<file path="config.mk">
export PLATFORM = sky130hd
export DESIGN_NAME = irm_register_bank
export DESIGN_NICKNAME = d
export VERILOG_FILES = /design/src/irm_pkg.sv /design/src/irm_register_bank.sv
export SDC_FILE = /design/constraint.sdc
export NUM_CORES = 1
export LEC_CHECK = 0
export ABC_AREA = 1
export BUFFER_PORTS_ARGS = -buffer_cell sky130_fd_sc_hd__buf_4
export CAP_MARGIN = 40
export CORE_ASPECT_RATIO = 0.9
export CORE_MARGIN = 3
export CORE_UTILIZATION = 35
export CTS_BUF_LIST = sky130_fd_sc_hd__clkbuf_8
export CTS_CLUSTER_DIAMETER = 50
export DETAILED_ROUTE_END_ITERATION = 7
export GPL_TIMING_DRIVEN = 1
export SLEW_MARGIN = 5
export SYNTH_ARGS = -nofsm -noshare
export SYNTH_HDL_FRONTEND = slang
export SYNTH_SLANG_ARGS = --single-unit
</file>
<file path="constraint.sdc">
create_clock -name core_clk_i -period 7.2 [get_ports core_clk_i]
set_input_delay 0.72 -clock core_clk_i [delete_from_list [all_inputs] [get_ports core_clk_i]]
set_output_delay 0.72 -clock core_clk_i [all_outputs]
set_load 0.02 [all_outputs]
</file>
<file path="src/irm_pkg.sv">
// Purpose: Shared constants and types of the interpolator register bank
// Assumes: 40 MHz core clock, serial command port sampled by that clock
// Notes:   Read, write and command codes live in separate spaces
package irm_pkg;
    // Read space
    localparam logic [7:0] RD_MEASURED = 8'h00;
    localparam logic [7:0] RD_SETUP    = 8'h01;
    localparam logic [7:0] RD_PHASE    = 8'h03;
    localparam logic [7:0] RD_SINE     = 8'h04;
    localparam logic [7:0] RD_COSINE   = 8'h05;
    localparam logic [7:0] RD_COUNT    = 8'h07;
    // Write space
    localparam logic [7:0] WR_PRIMARY  = 8'h00;
    localparam logic [7:0] WR_SECOND   = 8'h01;
    localparam logic [7:0] WR_MASK     = 8'h02;
    localparam logic [7:0] WR_ALIGN    = 8'h03;
    localparam logic [7:0] WR_TEST     = 8'h04;
    localparam logic [7:0] WR_SINE_GAIN_TRIM    = 8'h07;
    localparam logic [7:0] WR_SINE_OFFSET_TRIM     = 8'h08;
    localparam logic [7:0] WR_COSINE_GAIN_TRIM    = 8'h09;
    localparam logic [7:0] WR_COSINE_OFFSET_TRIM     = 8'h0A;
    // Command space
    localparam logic [7:0] CMD_CHANNEL = 8'h00;
    localparam logic [7:0] CMD_CLR_CNT = 8'h01;
    localparam logic [7:0] CMD_MIDSCALE = 8'h02;
    // Frame field codes, bits 13:12
    localparam logic [1:0] OP_WR_ADDR  = 2'h1;
    localparam logic [1:0] OP_WR_DATA  = 2'h2;
    localparam logic [1:0] OP_WR_CMD   = 2'h3;
    localparam logic [1:0] OP_RD_LOW   = 2'h0;
    localparam logic [1:0] OP_RD_HIGH  = 2'h1;
    // Reset values
    localparam logic [7:0] SECOND_RST  = 8'h00;
    localparam logic [7:0] MASK_RST    = 8'h3F;
    localparam logic [7:0] ALIGN_RST   = 8'h00;
    localparam logic [7:0] TEST_RST    = 8'h00;
    localparam logic [7:0] GAIN_MID    = 8'h80;
    localparam logic [7:0] OFFSET_MID  = 8'h00;
    // Field positions
    localparam int TEST_STROBE_BIT = 2;
    localparam int ALIGN_FREE_BIT  = 7;
    localparam int MASK_LATCH_BIT  = 7;
    localparam int MASK_FREEZE_BIT = 6;
    localparam int SEC_EDGE_BIT    = 0;
    localparam int SEC_INDEX_BIT   = 1;
    localparam int SEC_CORR_BIT    = 2;
    localparam int FRAME_BITS      = 16;
    // Reset processing time
    localparam int INIT_CYCLES = 1365;

    typedef struct packed {
        logic overspeed_square;
        logic overspeed_main;
        logic converter_clip;
        logic low_vector_amp;
        logic offset_limit;
        logic gain_limit;
    } irm_err_t;

    typedef struct packed {
        logic [7:0] sine_gain_trim;
        logic [7:0] sine_offset_trim;
        logic [7:0] cosine_gain_trim;
        logic [7:0] cosine_offset_trim;
    } irm_corr_t;

    typedef struct packed {
        logic [2:0] interp_rate_sel;
        logic [1:0] interval_hi;
    } irm_cfg_pins_t;
endpackage

</file>
<file path="src/irm_register_bank.sv">
// Purpose: Register bank and command decoder behind the serial command port
// Assumes: Serial clock well below core clock, sampled and edge-detected here
// Notes:   Open-drain data out; enable high pulls the line low
`timescale 1ns/1ps
module irm_register_bank
    import irm_pkg::*;
(
    input  wire logic          core_clk_i,
    input  wire logic          rst_i,
    // Serial command port pins
    input  wire logic          sclk_i,
    input  wire logic          sen_n_i,
    input  wire logic          sdi_i,
    output logic               sdo_o,
    output logic               sdo_oe_o,
    // Other pins
    input  wire logic          trg_i,
    input  wire logic [3:0]    channel_addr_pins_i,
    input  wire irm_cfg_pins_t cfg_pins_i,
    // Datapath, same clock
    input  wire logic          count_up_i,
    input  wire logic          count_dn_i,
    input  wire irm_err_t      err_src_i,
    input  wire logic [7:0]    phase_angle_i,
    input  wire logic [7:0]    phase_step_i,
    input  wire logic [4:0]    seq_cnt_i,
    input  wire logic          corr_upd_i,
    input  wire irm_corr_t     corr_i,
    input  wire logic          ref_index_i,
    input  wire logic          par_strobe_i,
    // Configuration and status outputs
    output logic [7:0]         primary_setup_o,
    output logic [7:0]         secondary_setup_o,
    output logic [7:0]         fault_enable_mask_o,
    output logic [7:0]         test_setup_o,
    output irm_corr_t          trims_o,
    output logic               error_o,
    output logic               freeze_o,
    output logic               index_strobe_pin_o,
    output logic               ready_o
);

    // Pin synchronisers, first stage read only by second
    logic [4:0]    sy1_r, sy2_r;
    logic          sclk_d_r, trg_d_r;
    logic [3:0]    chan1_r, chan2_r;
    irm_cfg_pins_t pins1_r, pins2_r;

    always_ff @(posedge core_clk_i) begin
        if (rst_i) begin
            sy1_r    <= 5'h1E;
            sy2_r    <= 5'h1E;
            sclk_d_r <= 1'b1;
            trg_d_r  <= 1'b1;
        end else begin
            sy1_r    <= {sclk_i, sen_n_i, trg_i, sdi_i, 1'b0};
            sy2_r    <= sy1_r;
            sclk_d_r <= sy2_r[4];
            trg_d_r  <= sy2_r[2];
        end
    end

    // Slow straps, no reset needed on plain data path
    always_ff @(posedge core_clk_i) begin
        chan1_r <= channel_addr_pins_i;
        chan2_r <= chan1_r;
        pins1_r <= cfg_pins_i;
        pins2_r <= pins1_r;
    end

    logic sclk_s, sen_s, trg_s, sdi_s, sclk_rise;
    assign sclk_s    = sy2_r[4];
    assign sen_s     = ~sy2_r[3];
    assign trg_s     = sy2_r[2];
    assign sdi_s     = sy2_r[1];
    assign sclk_rise = sclk_s & ~sclk_d_r & sen_s;

    // Reset processing: port busy, straps caught at the end
    logic [10:0] init_cnt_r;
    logic        init_r, init_done;
    assign init_done = init_r && (init_cnt_r == 11'(INIT_CYCLES - 1));

    always_ff @(posedge core_clk_i) begin
        if (rst_i) begin
            init_cnt_r <= 11'h000;
            init_r     <= 1'b1;
        end else if (init_r) begin
            init_cnt_r <= init_cnt_r + 11'h001;
            if (init_done) begin
                init_r <= 1'b0;
            end
        end
    end

    // Frame shifter
    logic [3:0]  bit_cnt_r;
    logic [15:0] shin_r;
    logic [15:0] frame;
    logic        frame_done;
    assign frame      = {shin_r[14:0], sdi_s};
    assign frame_done = sclk_rise && (bit_cnt_r == 4'hF) && !init_r;

    always_ff @(posedge core_clk_i) begin
        if (rst_i || !sen_s) begin
            bit_cnt_r <= 4'h0;
            shin_r    <= 16'h0000;
        end else if (sclk_rise) begin
            bit_cnt_r <= bit_cnt_r + 4'h1;
            shin_r    <= frame;
        end
    end

    // Frame fields
    logic [3:0] chan_addr_r;
    logic       is_read, bcast, mine;
    logic [1:0] op;
    logic [7:0] arg;
    assign is_read = frame[15];
    assign bcast   = ~frame[14];
    assign op      = frame[13:12];
    assign arg     = frame[7:0];
    assign mine    = bcast || (frame[11:8] == chan_addr_r);

    // Three separate decode spaces
    logic wr_addr, wr_data, wr_cmd, rd_low, rd_high;
    assign wr_addr = frame_done && mine && !is_read && (op == OP_WR_ADDR);
    assign wr_data = frame_done && mine && !is_read && (op == OP_WR_DATA);
    assign wr_cmd  = frame_done && mine && !is_read && (op == OP_WR_CMD);
    assign rd_low  = frame_done && mine && is_read && (op == OP_RD_LOW);
    assign rd_high = frame_done && mine && is_read && (op == OP_RD_HIGH);

    logic cmd_clr, cmd_mid;
    assign cmd_clr = wr_cmd && (arg == CMD_CLR_CNT);
    assign cmd_mid = wr_cmd && (arg == CMD_MIDSCALE);

    // Channel address, loaded only by broadcast command
    always_ff @(posedge core_clk_i) begin
        if (rst_i) begin
            chan_addr_r <= 4'h0;
        end else if (wr_cmd && bcast && arg == CMD_CHANNEL) begin
            chan_addr_r <= chan2_r;
        end
    end

    // Write address pointer
    logic [7:0] wptr_r;
    always_ff @(posedge core_clk_i) begin
        if (rst_i) begin
            wptr_r <= 8'h00;
        end else if (wr_addr) begin
            wptr_r <= arg;
        end
    end

    logic wr_en;
    assign wr_en = wr_data;

    // Primary setup; straps fill it when reset processing ends
    always_ff @(posedge core_clk_i) begin
        if (rst_i) begin
            primary_setup_o <= 8'h00;
        end else if (init_done) begin
            primary_setup_o <= {sdi_s, trg_s, pins2_r.interval_hi,
                                1'b0, pins2_r.interp_rate_sel};
        end else if (wr_en && wptr_r == WR_PRIMARY) begin
            primary_setup_o <= arg;
        end
    end

    // Small setup registers
    logic [7:0] align_r;
    always_ff @(posedge core_clk_i) begin
        if (rst_i) begin
            secondary_setup_o   <= SECOND_RST;
            fault_enable_mask_o <= MASK_RST;
            align_r             <= ALIGN_RST;
            test_setup_o        <= TEST_RST;
        end else if (wr_en) begin
            if (wptr_r == WR_SECOND) begin
                secondary_setup_o <= arg;
            end
            if (wptr_r == WR_MASK) begin
                fault_enable_mask_o <= arg;
            end
            if (wptr_r == WR_ALIGN) begin
                align_r <= arg;
            end
            if (wptr_r == WR_TEST) begin
                test_setup_o <= arg;
            end
        end
    end

    // Trims: preset by writes, tracked from the controller otherwise
    always_ff @(posedge core_clk_i) begin
        if (rst_i || cmd_mid) begin
            trims_o <= {GAIN_MID, OFFSET_MID, GAIN_MID, OFFSET_MID};
        end else if (wr_en && wptr_r == WR_SINE_GAIN_TRIM) begin
            trims_o.sine_gain_trim <= arg;
        end else if (wr_en && wptr_r == WR_SINE_OFFSET_TRIM) begin
            trims_o.sine_offset_trim <= arg;
        end else if (wr_en && wptr_r == WR_COSINE_GAIN_TRIM) begin
            trims_o.cosine_gain_trim <= arg;
        end else if (wr_en && wptr_r == WR_COSINE_OFFSET_TRIM) begin
            trims_o.cosine_offset_trim <= arg;
        end else if (corr_upd_i && !secondary_setup_o[SEC_CORR_BIT]) begin
            trims_o <= corr_i;
        end
    end

    // Live position counter
    logic [27:0] count_r;
    always_ff @(posedge core_clk_i) begin
        if (rst_i || cmd_clr) begin
            count_r <= 28'h0000000;
        end else if (count_up_i && !count_dn_i) begin
            count_r <= count_r + 28'h0000001;
        end else if (count_dn_i && !count_up_i) begin
            count_r <= count_r - 28'h0000001;
        end
    end

    // Error sources; stored copy when latching, live event beats the clear
    irm_err_t err_st_r, err_now;
    logic     latch_on;
    assign latch_on = fault_enable_mask_o[MASK_LATCH_BIT];
    assign err_now  = err_src_i | err_st_r;

    always_ff @(posedge core_clk_i) begin
        if (rst_i) begin
            err_st_r <= '0;
        end else if (cmd_clr) begin
            err_st_r <= latch_on ? err_src_i : '0;
        end else if (latch_on) begin
            err_st_r <= err_st_r | err_src_i;
        end
    end

    logic sensor_fault_flag, signal_loss_flag;
    assign sensor_fault_flag = err_now.converter_clip | err_now.low_vector_amp
                             | err_now.offset_limit | err_now.gain_limit;
    assign signal_loss_flag  = err_now.converter_clip | err_now.low_vector_amp;

    // Error pin and square-wave freeze, from masked sources
    logic err_any;
    assign err_any = |(err_now & fault_enable_mask_o[5:0]);

    always_ff @(posedge core_clk_i) begin
        if (rst_i) begin
            error_o  <= 1'b0;
            freeze_o <= 1'b0;
        end else begin
            error_o  <= err_any;
            freeze_o <= err_any & fault_enable_mask_o[MASK_FREEZE_BIT];
        end
    end

    // Trigger edge on the synchronised pin
    logic trg_evt;
    assign trg_evt = !init_r && (secondary_setup_o[SEC_EDGE_BIT] ? (trg_s & ~trg_d_r)
                                                                : (~trg_s & trg_d_r));

    // Two-deep hold: bit 0 marks slot 0 full, bit 1 slot 1 full
    logic [1:0]  hold_slot_state_r;
    logic [27:0] hold0_r;
    logic [27:0] hold1_r;
    logic        overrun_r, release_evt;
    logic [1:0]  slot_after_rel;

    always_comb begin
        slot_after_rel = hold_slot_state_r;
        if (release_evt) begin
            if (hold_slot_state_r[0]) begin
                slot_after_rel[0] = 1'b0;
            end else begin
                slot_after_rel[1] = 1'b0;
            end
        end
    end

    // New captures only while slot 1 is free; a same-cycle release is kept
    always_ff @(posedge core_clk_i) begin
        if (rst_i) begin
            hold_slot_state_r <= 2'h0;
            hold0_r           <= 28'h0000000;
            hold1_r           <= 28'h0000000;
        end else if (trg_evt && !hold_slot_state_r[1]) begin
            if (!slot_after_rel[0]) begin
                hold0_r           <= count_r;
                hold_slot_state_r <= 2'h1;
            end else begin
                hold1_r           <= count_r;
                hold_slot_state_r <= 2'h3;
            end
        end else begin
            hold_slot_state_r <= slot_after_rel;
        end
    end

    // Overrun: set on a refused trigger, gone once both slots drain
    always_ff @(posedge core_clk_i) begin
        if (rst_i) begin
            overrun_r <= 1'b0;
        end else if (trg_evt && hold_slot_state_r[1]) begin
            overrun_r <= 1'b1;
        end else if (slot_after_rel == 2'h0) begin
            overrun_r <= 1'b0;
        end
    end

    // Status byte and composite words
    logic [7:0]  status_byte;
    logic [31:0] measured_word, count_word;
    logic [27:0] oldest;
    logic        held_value_flag;
    assign held_value_flag = |hold_slot_state_r;
    assign oldest = hold_slot_state_r[0] ? hold0_r
                  : (hold_slot_state_r[1] ? hold1_r : count_r);
    assign status_byte = {hold_slot_state_r, err_now};
    assign measured_word = {oldest, err_now.overspeed_main, sensor_fault_flag,
                            overrun_r, held_value_flag};
    assign count_word = {count_r, err_now.gain_limit, err_now.offset_limit,
                         signal_loss_flag, err_now.overspeed_main};

    // Read mux; narrow registers sit low, unmapped reads give zero
    logic [31:0] rd_word;
    logic [7:0]  rd_addr_r;
    always_comb begin
        rd_word = 32'h00000000;
        unique case (rd_addr_r)
            RD_MEASURED: rd_word = measured_word;
            RD_SETUP:    rd_word = {fault_enable_mask_o, secondary_setup_o,
                                    primary_setup_o, status_byte};
            RD_PHASE:    rd_word = {8'h00, phase_step_i, 8'h00, phase_angle_i};
            RD_SINE:     rd_word = {16'h0000, trims_o.sine_offset_trim,
                                    trims_o.sine_gain_trim};
            RD_COSINE:   rd_word = {16'h0000, trims_o.cosine_offset_trim,
                                    trims_o.cosine_gain_trim};
            RD_COUNT:    rd_word = count_word;
            default:     rd_word = 32'h00000000;
        endcase
    end

    // Low-word read waits for the sequencer unless free running
    logic       pending_r, capture;
    assign capture = pending_r && (align_r[ALIGN_FREE_BIT]
                     || seq_cnt_i == align_r[4:0]);
    assign release_evt = capture && rd_addr_r == RD_MEASURED;

    always_ff @(posedge core_clk_i) begin
        if (rst_i) begin
            rd_addr_r <= 8'h00;
            pending_r <= 1'b0;
        end else if (rd_low) begin
            rd_addr_r <= arg;
            pending_r <= 1'b1;
        end else if (capture) begin
            pending_r <= 1'b0;
        end
    end

    // 32-bit hold word and outgoing shifter
    logic [31:0] hold_word_r;
    logic [15:0] shout_r;
    always_ff @(posedge core_clk_i) begin
        if (rst_i) begin
            hold_word_r <= 32'h00000000;
            shout_r     <= 16'hFFFF;
        end else if (capture) begin
            hold_word_r <= rd_word;
            shout_r     <= rd_word[15:0];
        end else if (rd_high) begin
            shout_r <= hold_word_r[31:16];
        end else if (frame_done) begin
            shout_r <= hold_word_r[15:0];
        end else if (sclk_rise) begin
            shout_r <= {shout_r[14:0], 1'b1};
        end
    end

    // Open drain: low while busy, else the next data bit
    always_ff @(posedge core_clk_i) begin
        if (rst_i) begin
            sdo_o    <= 1'b0;
            sdo_oe_o <= 1'b1;
            ready_o  <= 1'b0;
        end else begin
            sdo_o    <= 1'b0;
            sdo_oe_o <= init_r || pending_r || rd_low || (sen_s && !shout_r[15]);
            ready_o  <= !init_r && !pending_r;
        end
    end

    // Index or parallel strobe onto the shared pin
    always_ff @(posedge core_clk_i) begin
        if (rst_i) begin
            index_strobe_pin_o <= 1'b0;
        end else begin
            index_strobe_pin_o <= test_setup_o[TEST_STROBE_BIT] ? par_strobe_i
                                : (ref_index_i && !secondary_setup_o[SEC_INDEX_BIT]);
        end
    end

endmodule

</file>
After elaboration in Yosys (flattened, before gate mapping):

Cells that the tools add are included.

* memories kept: 0
* memory bits (writable): 0
* register bits after elaboration: 300
* bits in latches: 0
* input port bits: 79
* logic and storage cells: 208
* output and inout bits: 70
* memory bits (read-only): 0

* div/mod/pow operators: 0
* reductions and logical operators: 76
* bitwise logic cells: 19
* multiply operators: 0
* mux-type cells: 34
* $add $sub $neg: 4
* magnitude comparators: 0
* eq/ne operators: 28
* shifts and indexed selects: 0

Operator list (count)
* one-hot mux 32 bit (6 select lines): 1
* two-way mux 28 bit: 4
* two-way mux 16 bit: 5
* two-way mux 8 bit: 7
* equality test 8 x 3 -> 1 bit (second input constant): 5
* equality test 8 x 2 -> 1 bit (second input constant): 4
* two-way mux 32 bit: 1
* logical AND 1 bit: 31
* adder 28 x 1 -> 28 bit (second input constant): 1
* subtractor 28 x 1 -> 28 bit (second input constant): 1
* equality test 8 x 1 -> 1 bit (second input constant): 3
* equality test 8 x 4 -> 1 bit (second input constant): 3
* logical NOT 8 bit: 3
* two-way mux 24 bit: 1
* two-way mux 6 bit: 3
* nonzero test 2 bit: 9
* AND reduction 4 bit: 4
* != test 2 bit (second input constant): 6
* AND reduction 2 bit: 6
* adder 11 x 1 -> 11 bit (second input constant): 1
* equality test 11 bit (second input constant): 1
* logical NOT 1 bit: 9
* two-way mux 1 bit: 9
* NOT 1 bit: 9
* 16 further kinds: 34

Depth between registers and ports, before layout:

Gate-level depths: netlist (run 1).

* depth in word-level cells: 13
* gate-level depth with buffers: 17
* depth with buffers taken out: 17

Worst setup path after synthesis (run 1):

OpenSTA, ideal clock, no wires.

* path kind: input to register
* start point: in count_dn_i
* end point: reg count_r[13]
* slack: 4241 ps
* library setup time: 115 ps
* required time: 7085 ps
* arrival time: 2844 ps
* stages: 16
* cell sequence: inv_1 > ha_1 > inv_1 > ha_1 > a21oi_1 > o21ai_0 > nand2_1 > nand2_1 > nand2_1 > nand2_1 > nand2_1 > nand2_1 > nand2_1 > nand2_1 > o21ai_0 > inv_1

* word-level cells in the longest chain between the ends: 3
* elaborated cells between the ends (all ways): 5
* those cells by class: mux: 1; reduce/logical: 4

Ends and longest elaborated chain
* start, declared: RTL line irm_register_bank.sv:22 `input wire logic count_dn_i,`
* logical NOT 1 bit: RTL line irm_register_bank.sv:216 `end else if (count_up_i && !count_dn_i) begin`
* logical AND 1 bit: RTL line irm_register_bank.sv:216
* two-way mux 28 bit or nonzero test 2 bit (tied branches)
* end signal, assigned: RTL line irm_register_bank.sv:217 `count_r <= count_r + 28'h0000001;`
* end signal, assigned: RTL line irm_register_bank.sv:219 `count_r <= count_r - 28'h0000001;`
* end, declared: RTL line irm_register_bank.sv:212 `logic [27:0] count_r;`

Several ways; a longest one is shown, not always the timed one.
A chain may end at the register's enable or synchronous reset.

Final worst setup path (run 1):

* start point: reg hold_slot_state_r[0]
* end point: reg shout_r[12]

* word-level cells in the longest chain between the ends: 3

Ends and longest elaborated chain
* start, declared: RTL line irm_register_bank.sv:264 `logic [1:0] hold_slot_state_r;`
* start signal, assigned: RTL line irm_register_bank.sv:296 `hold_slot_state_r <= slot_after_rel;`
* two-way mux 28 bit: RTL line irm_register_bank.sv:317 `assign oldest = hold_slot_state_r[0] ? hold0_r`
* one-hot mux 32 bit (6 select lines): RTL line irm_register_bank.sv:330 `unique case (rd_addr_r)`
* two-way mux 16 bit: RTL line irm_register_bank.sv:369 `end else if (capture) begin`
* end signal, assigned: RTL line irm_register_bank.sv:371 `shout_r <= rd_word[15:0];`
* end signal, assigned: RTL line irm_register_bank.sv:373 `shout_r <= hold_word_r[31:16];`
* end signal, assigned: RTL line irm_register_bank.sv:375 `shout_r <= hold_word_r[15:0];`
* end, declared: RTL line irm_register_bank.sv:364 `logic [15:0] shout_r;`

No other way between the ends.

==> flow_metrics.tcl, run 1 <==
set metrics [dict create \
    worstPathArrival_ns 3.41 \
    ios 149 \
    die_w_microns 225 \
    cts.repair.resized 0 \
    cts_buffer_depth 3 \
    core-area_sq_um 42100 \
    grt_usage_pct 22.5 \
    crit_buf_inv 2 \
    fmax_ghz 0.341 \
    numCtsBuffers 53 \
    insertion_delay_ns 0.67 \
    post_cts_buffers 0 \
    min_period_over_period_pct 40.7 \
    critPathMaxFanout 34 \
    crit_path_end_kind "register" \
    critPathLaunchType "register" \
    viasPerCell 5.09 \
    min_to "pins1_r[0]" \
    status "finished clean" \
    skew_ns 0.0565 \
    synth_nets 2404 \
    multiInputGateArea_sq_um 7740 \
    fillers 4473 \
    hold_viol 0 \
    worst_pin_slew_ns 0.926 \
    ys_ff_latch 296 \
    reg2regPathDepth 10 \
    criticalPathCategory "reg2reg" \
    r2r_slack_ns 4.27 \
    crit_chain "clkinv_1, buf_4, o21ai_0, o21ai_0, nor2_1, nor2_1, nor2_1, nand2_1, nand2_1, nand2_1" \
    r2r_start "hold_slot_state_r[0]" \
    first_pass_iters 5 \
    final_antenna_net_count 0 \
    avgSynthCellArea_sq_um 6.57 \
    antenna_found_initial 0 \
    final_nets 2522 \
    grt_max_degree 72 \
    grt_overflow_total 0 \
    yosysSeqAreaShare_pct 39.3 \
    drv_slew 0 \
    drt_wl_total_mm 52.5 \
    yosys_warnings 0 \
    min_from "cfg_pins_i[0]" \
    initial_core_util_pct 35.8 \
    portBuffers 147 \
    wire_per_inst_microns 17.5 \
    htree_levels 2 \
    ys_types 48 \
    slew_headroom_pct 37.8 \
    drc 0 \
    die_y_microns 203 \
    utilization_pct 42.0 \
    setup_violations 0 \
    max_cap_violations 0 \
    crit_family "buffers and inverters" \
    vias 15245 \
    cp_slowest_stage_delay_ns 0.60 \
    dieArea_sq_um 45600 \
    dp_hpwl_mm 38.2 \
    syn_inst 2292 \
    drtIter0Drc 1540 \
    holdPathStages 1 \
    gp_congestion 0.885 \
    cts.reportedPaths.clkPinSlew_ns 0.06 \
    finalSetupTns_ns 0 \
    crit_required_ns 7.68 \
    diodes 0 \
    place_area_sq_um 16700 \
    drive_gt1_share_pct 11.7 \
    crit_slowest_cell "clkinv_1" \
    cts_tree "built" \
    worst_slack_ns 4.27 \
    r2r_end "shout_r[12]" \
    regArea_sq_um 5930 \
    worst_ir_drop_vdd_mv 0.166 \
    syn_area_sq_um 15100 \
    finalPower_w 0.00428 \
    p_leak_nw 8.10 \
    cp-startpoint "hold_slot_state_r[0]" \
    place_ws_ns 3.95 \
    numClockSinks 296 \
    cts_root_buffer "clkbuf_8" \
    grt_pass1_vias 14134 \
    cts_hold_buf 0 \
    p_per_area_nw_per_um2 242 \
    hp-class "in2reg" \
    grt_pass1_wl_mm 81.0 \
    area_growth_pct 17.5 \
    postLayoutCellArea_sq_um 17700 \
    rsz0062_at_grt "no" \
    num_rows 71 \
    fin_crit_ns 2.93 \
]
[synth_stat cells (all sizes together)]
master,n,area (sq um)
o21ai,234,1170
nor4,7,43.8
dfxtp,296,5930
a22oi,8,60.1
a21boi,2,18.8
nand3b,2,15.0
buf,27,150
conb,1,3.75
a32oi,1,8.76
ha,32,400
inv,250,938
a21o,3,22.5
a31oi,5,31.3
nand4,31,200
o21bai,6,45.0
and3,1,6.26
xor2,13,114
nand3,92,490
nand2,537,2030
nor3,29,176
clkinv,7,26.3
nand2b,1,6.26
and2,1,6.26
nor2,390,1480
clkbuf,76,285
o211ai,36,270
fa,1,20.0
a21oi,159,796
a41oi,3,26.3
or2,11,68.8
o221ai,5,43.8
o22ai,12,75.1
xnor2,6,52.6
a211oi,7,52.6
[how the worst max path moves through the flow]
stage	to	slack, ns	depth (start not counted)
finish	shout_r[12]	4.27	10
global route	shout_r[1]	3.98	11
global placement	count_r[13]	3.61	16
CTS	shout_r[12]	4.36	10
detailed placement	count_r[22]	3.95	13
floorplan	count_r[13]	4.24	16
[cell type report]
type	count	area share (%)
clock inverter	31	1.08
tap	547	3.87
sequential	296	33.5
clock buffer	62	4.82
multi-input combinational	1636	43.7
inverter	257	5.46
timing repair buffer	166	7.54
[metal layers]
| layer | global-route usage [%] | part of all wire (%) |
|---|---|---|
| met5 | 0 | 0 |
| met3 | 3.28 | 6.8 |
| met2 | 35.7 | 44 |
| met1 | 31.3 | 46 |
| met4 | 7.65 | 2.9 |
[report_power, final]
part	internal, W	total [W]	switching (W)
clock network	0.000825	0.00157	0.000745
registers	0.00170	0.00181	0.000112
logic	0.000327	0.000899	0.000572
total	0.00285	0.00428	0.00143
[cell families (layout without fill, tap and decap cells)]
family          after synthesis  count (layout)  share of synthesized area (%)
simple gates               1102            1102                           30.0
compound gates              481             481                           17.4
xor+xnor                     19              19                           1.10
other cells                   1               1                         0.0249
fa+ha+maj                    33              33                           2.79
flops                       296             296                           39.3
buf+inv                     360             516                           9.30
[worst reg2reg max path: stages (launching register included)]
cell,delay [ns]
dfxtp_1,0.52
clkinv_1,0.60
buf_4,0.48
o21ai_0,0.28
o21ai_0,0.10
nor2_1,0.32
nor2_1,0.12
nor2_1,0.12
nand2_1,0.09
nand2_1,0.08
nand2_1,0.04
[layout by cell type, fill, tap and decap left out, types with 4 or more instances in the layout]
| cell | synthesis | final |
|---|---|---|
| o21ai_0 | 211 | 211 |
| o21ai_1 | 23 | 23 |
| nand2_2 | 4 | 5 |
| or2_2 | 11 | 11 |
| inv_1 | 245 | 257 |
| nand3_1 | 86 | 86 |
| a211oi_1 | 7 | 7 |
| clkbuf_8 | 0 | 62 |
| dfxtp_1 | 296 | 296 |
| inv_2 | 5 | 5 |
| nor4_1 | 7 | 7 |
| xnor2_1 | 6 | 6 |
| nor3_1 | 24 | 24 |
| xor2_1 | 13 | 13 |
| a21oi_1 | 159 | 158 |
| buf_4 | 4 | 160 |
| clkinvlp_4 | 0 | 4 |
| o211ai_1 | 36 | 36 |
| nand3_2 | 6 | 6 |
| nand4_1 | 30 | 30 |
| nor3_2 | 4 | 4 |
| o22ai_1 | 12 | 12 |
| o221ai_1 | 5 | 5 |
| nand2_1 | 532 | 531 |
| o21bai_1 | 6 | 6 |
| clkinv_2 | 0 | 12 |
| nor2_1 | 387 | 387 |
| clkinv_1 | 7 | 7 |
| a22oi_1 | 8 | 8 |
| a31oi_1 | 5 | 5 |
| ha_1 | 32 | 32 |
[flip-flops by register name, summed over array words and instances (netlist names), 11 cells and up]
register / cells
shin_r: 15
shout_r: 16
hold0_r: 28
hold_word_r: 32
trims_o: 32
count_r: 28
init_cnt_r: 11
hold1_r: 28
[stage by stage]
step / instances / hold slack, ns
2_1_floorplan: 2292 / 0.310
6_report: 2995 / 0.187
3_5_place_dp: 2902 / 0.313
5_1_grt: 2995 / 0.143
4_1_cts: 2995 / 0.135
3_3_place_gp: 2894 / 0.313
Note: power is estimated with default switching activity, not from simulation.
==> inputs of run 2 (changes only) <==
- clock period: 7.2 -> 2.7 ns (I/O delays scaled with it)
==> flow_metrics.tcl, run 2 (synthesized netlist as in run 1, its figures left out) <==
set metrics [dict create \
    busiest_layer "met2" \
    htree_levels 2 \
    grt_pass1_wl_mm 82.5 \
    area_growth_pct 22.7 \
    drc 0 \
    antenna_found_initial 0 \
    grt_util_met3_pct 4.11 \
    worst_ir_drop_vdd_mv 0.465 \
    die_w_microns 225 \
    hp-class "in2reg" \
    first_pass_iters 6 \
    vias 15706 \
    cts_buffer_depth 3 \
    post-place-cells 2946 \
    p_per_area_nw_per_um2 621 \
    fillers 4377 \
    cts_root_buffer "clkbuf_8" \
    cts_tree "built" \
    die_y_microns 203 \
    crit_chain "ha_1, inv_1, nor3_4, nand3_2, nor2_4, nand2_2, nand3_2, nand2_1, nand2_1, nor2_1" \
    worst_slack_ns 0.259 \
    worst_pin_slew_ns 0.878 \
    multiInputGateArea_sq_um 7740 \
    drt_wl_total_mm 53.2 \
    postLayoutCellArea_sq_um 18500 \
    fmax_ghz 0.410 \
    insertion_delay_ns 0.64 \
    fin_crit_ns 2.44 \
    mostFrequentLayoutCell "nand2_1" \
    drv_slew 0 \
    fin_cells 3087 \
    viasPerCell 5.09 \
    dieArea_sq_um 45600 \
    use_met2_pct 35.6 \
    max_cap_violations 0 \
    crit_path_end_kind "register" \
    grt_overflow_total 0 \
    grt_max_degree 129 \
    numCtsBuffers 50 \
    finalPower_w 0.0115 \
    initial_core_util_pct 35.8 \
    diodes 0 \
    rsz0062_at_grt "no" \
    gp_congestion 0.910 \
    final_nets 2617 \
    hold_viol 0 \
    worstPathArrival_ns 2.97 \
    finalSetupTns_ns 0 \
    critPathLaunchType "register" \
    biggestRegsByFlops "hold_word_r x32, trims_o x32" \
    place_ws_ns 0.0354 \
    numClockSinks 296 \
    status "finished clean" \
    min_period_over_period_pct 90.4 \
    ios 149 \
    crit_slowest_cell "dfxtp_1" \
    regArea_sq_um 5930 \
    use_met1_pct 30.8 \
    crit_required_ns 3.23 \
    critPathMaxFanout 17 \
    criticalPathCategory "reg2reg" \
    grt_pass1_vias 14650 \
    cts.reportedPaths.clkPinSlew_ns 0.06 \
    num_rows 71 \
    slew_headroom_pct 41.4 \
    wire_per_inst_microns 17.2 \
    core-area_sq_um 42100 \
    cp_slowest_stage_delay_ns 0.36 \
    layout_common_cells "nand2_1, nor2_1, dfxtp_1" \
    drtIter0Drc 1321 \
    dp_hpwl_mm 38.5 \
    drive_gt1_share_pct 12.8 \
    grt_usage_pct 22.9 \
    portBuffers 147 \
    final_antenna_net_count 0 \
    setup_violations 0 \
    p_leak_nw 8.50 \
    place_area_sq_um 16900 \
    skew_ns 0.0445 \
]
-- run 2: path summary, 6_finish.rpt --
kind                            slack (ns)  cells after the start          end         start
worst max register to register        0.26                     10  trims_o[12]  bit_cnt_r[0]
worst min-delay path                  0.06                      5   trims_o[2]     corr_i[2]
worst min register to register        0.33                      0   chan2_r[1]    chan1_r[1]
worst max-delay path                  0.26                     10  trims_o[12]  bit_cnt_r[0]
-- run 2: worst max-delay path, delay by kind of cell (launching register included) --
kind,cells,cell delay [ns]
adder cells (fa/ha/maj),1,0.20
buffers and inverters,1,0.09
AND/OR/NAND/NOR,8,1.65
flip-flops,1,0.36
-- run 2: report_power, final --
| group | internal [W] | switching, W |
|---|---|---|
| clock network | 0.00218 | 0.00193 |
| registers | 0.00453 | 0.000247 |
| logic | 0.000983 | 0.00160 |
-- run 2: final cells by class --
class	instances	area share, %
repair buffers	264	11.6
inverters	257	5.23
well taps	547	3.70
multi-input cells	1636	41.9
flip-flops and latches	296	32.1
clock inverters	25	0.900
clock buffers	62	4.62
-- run 2: routing by layer --
| layer | wire (microns) | part of all wire, % |
|---|---|---|
| met1 | 24200 | 46 |
| met3 | 3830 | 7.2 |
| met5 | 0 | 0 |
| met4 | 2520 | 4.7 |
| met2 | 22600 | 43 |
-- run 2: metrics by stage --
step	util, %	hold slack, ns
floorplan	-	0.298
global placement	40.2	0.312
detailed placement	40.2	0.312
CTS	43.9	0.00374
global route	43.9	0.0490
finish	43.9	0.0583
-- run 2: what timing repair did --
item	4_1_cts	5_1_grt
setup endpoints to repair	0	1
resized for setup	0	1
hold endpoints to repair	54	0
hold buffers	54	0
setup buffers	0	0
